$ cat config.mk
export PLATFORM = sky130hd
export DESIGN_NAME = cct_timer
export DESIGN_NICKNAME = d
export VERILOG_FILES = /design/src/inc/cct_pkg.sv /design/src/rtl/cct_chan.sv /design/src/rtl/cct_timer.sv
export VERILOG_INCLUDE_DIRS = /design/src /design/src/inc
export SDC_FILE = /design/constraint.sdc
export NUM_CORES = 1
export LEC_CHECK = 0
export ABC_AREA = 1
export BUFFER_PORTS_ARGS = -buffer_cell sky130_fd_sc_hd__buf_4
export CAP_MARGIN = 20
export CORE_MARGIN = 1.5
export CORE_UTILIZATION = 51
export CTS_BUF_LIST = sky130_fd_sc_hd__clkbuf_8
export DETAILED_ROUTE_END_ITERATION = 8
export MAX_ROUTING_LAYER = met4
export PLACE_DENSITY = 0.7
export SYNTH_ARGS = -nofsm -noshare
export SYNTH_HDL_FRONTEND = slang
export SYNTH_SLANG_ARGS = --single-unit
$ cat constraint.sdc
create_clock -name clk_i -period 15.3 [get_ports clk_i]
set_input_delay 0 -clock clk_i [delete_from_list [all_inputs] [get_ports clk_i]]
set_output_delay 0 -clock clk_i [all_outputs]
set_load 0.005 [all_outputs]
$ cat src/inc/cct_map.svh
// Constants of the compare/capture/PWM timer
`ifndef CCT_MAP_SVH
`define CCT_MAP_SVH

// ----------------------------------------------------------------
// Widths and counts
// ----------------------------------------------------------------
`define CCT_W_STD     16
`define CCT_W_WIDE    32
`define CCT_MAX_CH    4
`define CCT_DT_W      8

// ----------------------------------------------------------------
// Channel mode encodings
// ----------------------------------------------------------------
`define CCT_MODE_CAP  2'h0
`define CCT_MODE_CMP  2'h1
`define CCT_MODE_PWM  2'h3

// ----------------------------------------------------------------
// Reset values and count sources
// ----------------------------------------------------------------
`define CCT_CNT_RST   '0
`define CCT_SRC_CLK   1'h0
`define CCT_SRC_EVT   1'h1

`endif

$ cat src/inc/cct_pkg.sv
// Types of the compare/capture/PWM timer
`include "cct_map.svh"
package cct_pkg;
  typedef enum logic [1:0] {
    CCT_CAP = `CCT_MODE_CAP,
    CCT_CMP = `CCT_MODE_CMP,
    CCT_PWM = `CCT_MODE_PWM
  } cct_mode_t;
endpackage

$ cat src/rtl/cct_chan.sv
// One compare/capture/PWM channel
`timescale 1ns/1ps
`include "cct_map.svh"
module cct_chan #(
  parameter int WIDTH = `CCT_W_STD
) (
  input  wire  logic              clk_i,
  input  wire  logic              rst_n_i,
  input  wire  logic              en_i,
  input  wire  cct_pkg::cct_mode_t mode_i,
  input  wire  logic [WIDTH-1:0]  cnt_i,
  input  wire  logic              step_i,
  input  wire  logic              wrap_i,
  input  wire  logic              cap_evt_i,
  input  wire  logic              cmp_wr_i,
  input  wire  logic [WIDTH-1:0]  cmp_data_i,
  output logic [WIDTH-1:0]        cap_o,
  output logic                    out_o,
  output logic                    hit_o
);
  import cct_pkg::*;

  typedef struct packed {
    logic [WIDTH-1:0] cmp;
    logic [WIDTH-1:0] buf_val;
    logic             buf_full;
    logic [WIDTH-1:0] cap;
    logic             out;
  } cct_ch_st_t;

  cct_ch_st_t st;
  cct_ch_st_t next_st;

  // ----------------------------------------------------------------
  // Channel behaviour
  // ----------------------------------------------------------------
  always_comb begin
    next_st = st;
    hit_o   = 1'b0;
    unique case (mode_i)
      CCT_CAP: begin
        next_st.out = 1'b0;
        if (cap_evt_i) begin
          next_st.cap = cnt_i;
          hit_o       = 1'b1;
        end
      end
      CCT_CMP: begin
        if (cmp_wr_i) begin
          next_st.cmp = cmp_data_i;
        end
        next_st.out = (cnt_i >= st.cmp);
        hit_o       = step_i && (cnt_i == st.cmp);
      end
      CCT_PWM: begin
        // New duty waits for the wrap so no period is cut short
        if (wrap_i && st.buf_full) begin
          next_st.cmp      = st.buf_val;
          next_st.buf_full = 1'b0;
        end
        if (cmp_wr_i) begin
          next_st.buf_val  = cmp_data_i;
          next_st.buf_full = 1'b1;
        end
        next_st.out = (cnt_i < st.cmp);
        hit_o       = step_i && (cnt_i == st.cmp);
      end
      default: begin
        next_st.out = 1'b0;
      end
    endcase
    if (!en_i) begin
      hit_o = 1'b0;
    end
  end

  always_ff @(posedge clk_i or negedge rst_n_i) begin
    if (!rst_n_i) begin
      st <= '0;
    end else if (en_i) begin
      st <= next_st;
    end
  end

  assign cap_o = st.cap;
  assign out_o = st.out;
endmodule // cct_chan

$ cat src/rtl/cct_timer.sv
// Compare/capture/PWM timer unit, standard or wide
//
// Summary of operation
// - Standard unit has one shared sixteen-bit counter.
// - Up to four channels, count is parameter.
// - Each channel is capture, compare or PWM.
// - Capture copies counter on selected input event.
// - Compare output follows counter against threshold.
// - PWM takes the last compare value written before each wrap, at that wrap.
// - Dead-time only on first unit of kind.
// - Wide variant is identical but thirty-two bits.
// - Counts events, emits timing events to network.
`timescale 1ns/1ps
`include "cct_map.svh"
module cct_timer #(
  parameter int WIDTH      = `CCT_W_STD,
  parameter int NCH        = `CCT_MAX_CH,
  parameter bit FIRST_UNIT = 1'b0,
  parameter int DT_W       = `CCT_DT_W
) (
  input  wire  logic                          clk_i,
  input  wire  logic                          rst_n_i,
  input  wire  logic                          en_i,
  input  wire  logic                          run_i,
  input  wire  logic                          cnt_src_i,
  input  wire  logic                          cnt_evt_i,
  input  wire  cct_pkg::cct_mode_t [NCH-1:0]  mode_i,
  input  wire  logic [NCH-1:0]                cap_in_i,
  input  wire  logic [NCH-1:0]                cmp_wr_i,
  input  wire  logic [NCH-1:0][WIDTH-1:0]     cmp_data_i,
  input  wire  logic                          dt_en_i,
  input  wire  logic [DT_W-1:0]               dt_len_i,
  input  wire  logic                          ovf_clr_i,
  input  wire  logic [NCH-1:0]                ch_clr_i,
  output logic [WIDTH-1:0]                    cnt_o,
  output logic [NCH-1:0][WIDTH-1:0]           cap_o,
  output logic [NCH-1:0]                      pwm_p_o,
  output logic [NCH-1:0]                      pwm_n_o,
  output logic                                ovf_evt_o,
  output logic [NCH-1:0]                      ch_evt_o,
  output logic                                ovf_flag_o,
  output logic [NCH-1:0]                      ch_flag_o
);
  import cct_pkg::*;

  // ----------------------------------------------------------------
  // Build checks
  // ----------------------------------------------------------------
  if (WIDTH != `CCT_W_STD && WIDTH != `CCT_W_WIDE) begin : g_bad_w
    $error("WIDTH must be the standard or the wide counter width");
  end
  if (NCH < 1 || NCH > `CCT_MAX_CH) begin : g_bad_n
    $error("NCH out of range");
  end
  if (DT_W < 1) begin : g_bad_dt
    $error("DT_W must be at least one");
  end

  // ----------------------------------------------------------------
  // Reset release
  // ----------------------------------------------------------------
  logic [1:0] rst_sync;
  logic       rst_n;

  always_ff @(posedge clk_i or negedge rst_n_i) begin
    if (!rst_n_i) begin
      rst_sync <= 2'h0;
    end else begin
      rst_sync <= {rst_sync[0], 1'b1};
    end
  end
  assign rst_n = rst_sync[1];

  // ----------------------------------------------------------------
  // State
  // ----------------------------------------------------------------
  typedef struct packed {
    logic [WIDTH-1:0]          cnt;
    logic [NCH-1:0]            cap_s1;
    logic [NCH-1:0]            cap_s2;
    logic [NCH-1:0]            cap_s3;
    logic [2:0]                evt_s;
    logic                      ovf_evt;
    logic                      ovf_flag;
    logic [NCH-1:0]            ch_evt;
    logic [NCH-1:0]            ch_flag;
    logic [NCH-1:0]            lvl;
    logic [NCH-1:0]            pos;
    logic [NCH-1:0]            neg;
    logic [NCH-1:0][DT_W-1:0]  dt;
  } cct_st_t;

  cct_st_t          st;
  cct_st_t          next_st;
  logic             step;
  logic             wrap;
  logic [NCH-1:0]   cap_evt;
  logic [NCH-1:0]   hit;
  logic [NCH-1:0]   ch_out;

  // Counter advances on the clock or on a synchronised event edge
  assign step = en_i && run_i &&
                ((cnt_src_i == `CCT_SRC_CLK) ||
                 (st.evt_s[1] && !st.evt_s[2]));
  assign wrap = step && (st.cnt == '1);
  assign cap_evt = st.cap_s2 & ~st.cap_s3;

  // ----------------------------------------------------------------
  // Channels
  // ----------------------------------------------------------------
  for (genvar i = 0; i < NCH; i++) begin : g_ch
    cct_chan #(
      .WIDTH (WIDTH)
    ) u_chan (
      .clk_i      (clk_i),
      .rst_n_i    (rst_n),
      .en_i       (en_i),
      .mode_i     (mode_i[i]),
      .cnt_i      (st.cnt),
      .step_i     (step),
      .wrap_i     (wrap),
      .cap_evt_i  (cap_evt[i]),
      .cmp_wr_i   (cmp_wr_i[i]),
      .cmp_data_i (cmp_data_i[i]),
      .cap_o      (cap_o[i]),
      .out_o      (ch_out[i]),
      .hit_o      (hit[i])
    );
  end

  // ----------------------------------------------------------------
  // Next state
  // ----------------------------------------------------------------
  always_comb begin
    next_st        = st;
    next_st.cap_s1 = cap_in_i;
    next_st.cap_s2 = st.cap_s1;
    next_st.cap_s3 = st.cap_s2;
    next_st.evt_s  = {st.evt_s[1:0], cnt_evt_i};
    if (step) begin
      next_st.cnt = wrap ? `CCT_CNT_RST : WIDTH'(st.cnt + 1'b1);
    end
    next_st.ovf_evt = wrap;
    next_st.ch_evt  = hit;
    // Set wins over a clear in the same cycle
    next_st.ovf_flag = wrap || (st.ovf_flag && !ovf_clr_i);
    next_st.ch_flag  = hit | (st.ch_flag & ~ch_clr_i);
    for (int i = 0; i < NCH; i++) begin
      if (!(FIRST_UNIT && dt_en_i)) begin
        next_st.lvl[i] = ch_out[i];
        next_st.pos[i] = ch_out[i];
        next_st.neg[i] = !ch_out[i];
        next_st.dt[i]  = '0;
      end else if (ch_out[i] != st.lvl[i]) begin
        next_st.lvl[i] = ch_out[i];
        next_st.pos[i] = 1'b0;
        next_st.neg[i] = 1'b0;
        next_st.dt[i]  = dt_len_i;
      end else if (st.dt[i] != '0) begin
        next_st.dt[i]  = DT_W'(st.dt[i] - 1'b1);
      end else begin
        next_st.pos[i] = st.lvl[i];
        next_st.neg[i] = !st.lvl[i];
      end
    end
  end

  always_ff @(posedge clk_i or negedge rst_n) begin
    if (!rst_n) begin
      st <= '0;
    end else if (en_i) begin
      st <= next_st;
    end
  end

  assign cnt_o      = st.cnt;
  assign pwm_p_o    = st.pos;
  assign pwm_n_o    = st.neg;
  assign ovf_evt_o  = st.ovf_evt;
  assign ch_evt_o   = st.ch_evt;
  assign ovf_flag_o = st.ovf_flag;
  assign ch_flag_o  = st.ch_flag;
endmodule // cct_timer

==> run_results.csv <==
group,metric,value,unit
outcome,outcome,"finished, final reports clean",
critical_path,crit_arrival,3.36,ns
pwr,fin_total_pwr,2.07,mW
critical_path,required,15.73,ns
timing,finalHoldViolCount,0,
critical_path,cp-end-kind,"register",
critical_path,cpPeakStageDelay,0.73,ns
pwr,leakagePower,8.48,nW
pwr,pwr-share-comb,28.2,%
grt,grt_antenna_before_repair,1,
placed_design,port-buffer-count,188,
grt,grt_usage,24.4,%
critical_path,r2r_cells,10,
grt,grt.overflow.total,0,
timing,holdWs,0.0772,ns
finish,area_growth,22.0,%
pwr,p_int,1.38,mW
route,dr.pass1.iters,5,
logic_synthesis,synthDominantCellAreaShare,47.0,%
timing,tightest_slew,0.950,ns
timing,finalSetupTns,0,ns
finish,nFillCells,2255,
logic_synthesis,synth_ff_type,"dfrtp_1",
clocking,cts_tree,"yes",
pwr,switching_share,33.5,%
run,cap_violations,0,
die,boundaryPins,198,
timing,setup_viol,0,
logic_synthesis,synth_area_leaders,"dfrtp_1 (47%), nand2_1 (14%), ha_1 (6.1%)",
die,fp.dieW,165,µm
placed_design,hpwl,20900,µm
timing,finalCritPeriodShare,19.2,%
logic_synthesis,syn_area,13400,µm²
pwr,pwr-share-clk,27.5,%
die,die_area,27200,µm²
placed_design,dp_cells,1975,
finish,fin_nets,1970,
route,drc,0,
critical_path,cp_max_fo,9,
logic_synthesis,ys_warn_count,0,
finish,fin_cells,2167,
route,ant_nets,0,
route,first_iter_violations,884,
grt,grt_start_max_net_pins,88,
clocking,cts_buffers,43,
critical_path,cp-start-kind,"register",
critical_path,crit_top_cell,"nand2_1",
logic_synthesis,syn-num-nets,1766,
logic_synthesis,syn_inst,1601,
logic_synthesis,syn_area_per_cell,8.35,µm²
logic_synthesis,synth_cell_types,29,
timing,min_period,2.93,ns
logic_synthesis,synth-async-reset-ratio,100,%
clocking,clock_latency,0.57,ns
timing,rsz0062_at_grt,"false",
clocking,cts.repair.resized,0,
pwr,p_per_area,127,nW/µm²
die,fp-row-count,59,
finish,seq_area,6280,µm²
logic_synthesis,yosysSeqAreaShare,47.0,%
die,die_h,165,µm
timing,slew_headroom,36.6,%
worst_hold_path,min_delay_path_depth,6,
logic_synthesis,synth_enable_flop_cells,0,
route,via_per_inst,4.89,
logic_synthesis,yosys-top-cells-count,"nand2_1 (483), dfrtp_1 (251), inv_1 (213)",
timing,fin_skew,0.0276,ns
die,core,25900,µm²
clocking,cts_hold_buffers,111,
clocking,clock_path_buffers,3,
die,start_util,51.6,%
timing,slew_viol_final,0,
critical_path,cp_cell_sequence,"inv_1 -> nor3_2 -> nand2_1 -> nor2_2 -> nand3_2 -> inv_2 -> nand2_1 -> nand2_1 -> nand2_1 -> dlygate4sd3_1",
clocking,htreeDepth,2,
clocking,cts-root-buf,"clkbuf_8",
pwr,seqPwrFrac,44.3,%
finish,multi_input_area,5240,µm²
logic_synthesis,synth_top_cell_by_area,"dfrtp_1",
pwr,switchingPower,692,µW
worst_hold_path,hold_path.class,"primary input to register",
route,vias,10600,
route,wire_per_inst,14.7,µm
critical_path,crit_slowest_cell,"dfrtp_1",
grt,grt_pass1_vias,10000,
critical_path,critPathKind,"register to register",
route,drt-total-wl,31800,µm
logic_synthesis,yosysMostFrequentCell,"nand2_1",
timing,fmax,0.341,GHz
logic_synthesis,ys_ff_latch,251,
grt,grt_pass1_wl,50300,µm
clocking,cts_setup_buffers,0,
finish,drive_gt1_share,18.2,%
clocking,clk_pin_slew,0.06,ns
clocking,numClockSinks,251,
placed_design,gp_congestion,0.876,
pwr,ir_drop,76.7,µV
-- flip-flops by register name, indices dropped and copies added (netlist names), 4 cells and up --
register / flops
next_st: 10
g_ch.u_chan.out_o: 4
g_ch.u_chan.st: 132
pwm_n_o: 4
pwm_p_o: 4
st: 5
ch_evt_o: 4
cnt_o: 16
g_ch.u_chan.cap_o: 64
ch_flag_o: 4
-- worst max-delay path: cells and delay by family (launching register included) --
kind	cells	cell delay, ns
buffers and inverters	3	1.08
AND/OR/NAND/NOR	7	0.99
flip-flops	1	0.73
-- power groups by stage --
stage               logic, mW  clock network, mW  registers [mW]
global route            0.675              0.611           0.932
detailed placement      0.552                  0           0.928
CTS                     0.579              0.580           0.918
finish                  0.582              0.568           0.917
global placement        0.531                  0           0.926
floorplan               0.435                  0           0.884
-- path summary, 6_finish.rpt --
check | start | end | slack (ns)
setup / recovery | cnt_o[5] | g_ch[0].u_chan.st[17] | 12.37
hold / removal | run_i | cnt_o[15] | 0.08
setup reg to reg | cnt_o[5] | g_ch[0].u_chan.st[17] | 12.37
hold reg to reg | rst_sync[1] | g_ch[3].u_chan.st[44] | 0.35
max in group asynchronous | rst_sync[1] | g_ch[1].u_chan.cap_o[6] | 13.37
min in group asynchronous | rst_n_i | rst_sync[1] | 0.30
-- layer usage --
metal / global-route usage (%) / routed length, µm
met1: 32.0 / 14200
met2: 38.4 / 14800
met5: - / 0
met3: 3.62 / 1890
met4: 9.09 / 881
-- layout by cell type (no fill, tap or decap), drive strengths merged --
cell,netlist,final
o21a,68,68
a21oi,27,27
nor3,7,7
inv,214,233
buf,120,201
o21bai,2,2
a31oi,4,4
nor4,2,2
clkbuf,33,50
nand3,35,35
o21ai,214,214
nor2,54,54
ha,65,65
dfrtp,251,251
conb,1,1
nand2,488,488
nand4,8,8
dlygate4sd3,0,111
xor2,8,8
clkinv,0,2
diode,0,1
-- cells by family (layout without fill, tap and decap cells) --
| group | Yosys count | in the layout | share of synthesized area, % |
|---|---|---|---|
| simple gates | 594 | 594 | 17.6 |
| fa+ha+maj | 65 | 65 | 6.09 |
| flops | 251 | 251 | 47.0 |
| compound gates | 315 | 315 | 15.0 |
| other cells | 1 | 2 | 0.0281 |
| buf+inv | 367 | 597 | 13.8 |
| xor+xnor | 8 | 8 | 0.524 |
-- area by class of cell --
cell class | instances | area share, %
sequential | 251 | 38.5
multi-input combinational | 983 | 32.1
timing repair buffer | 312 | 17.0
inverter | 214 | 4.93
clock buffer | 50 | 4.22
tap | 335 | 2.57
clock inverter | 21 | 0.606
antenna | 1 | 0.0153
-- per-stage QoR --
stage | worst slack, ns | utilization, % | cell area (µm²)
after floorplan | 7.79 | - | 13400
after global placement | 11.90 | 54.7 | 14200
after detailed placement | 11.89 | 54.7 | 14200
after CTS | 11.88 | 62.1 | 16100
after global routing | 12.17 | 62.9 | 16300
final | 12.37 | 62.9 | 16300
Note: power is estimated with default switching activity, not from simulation.
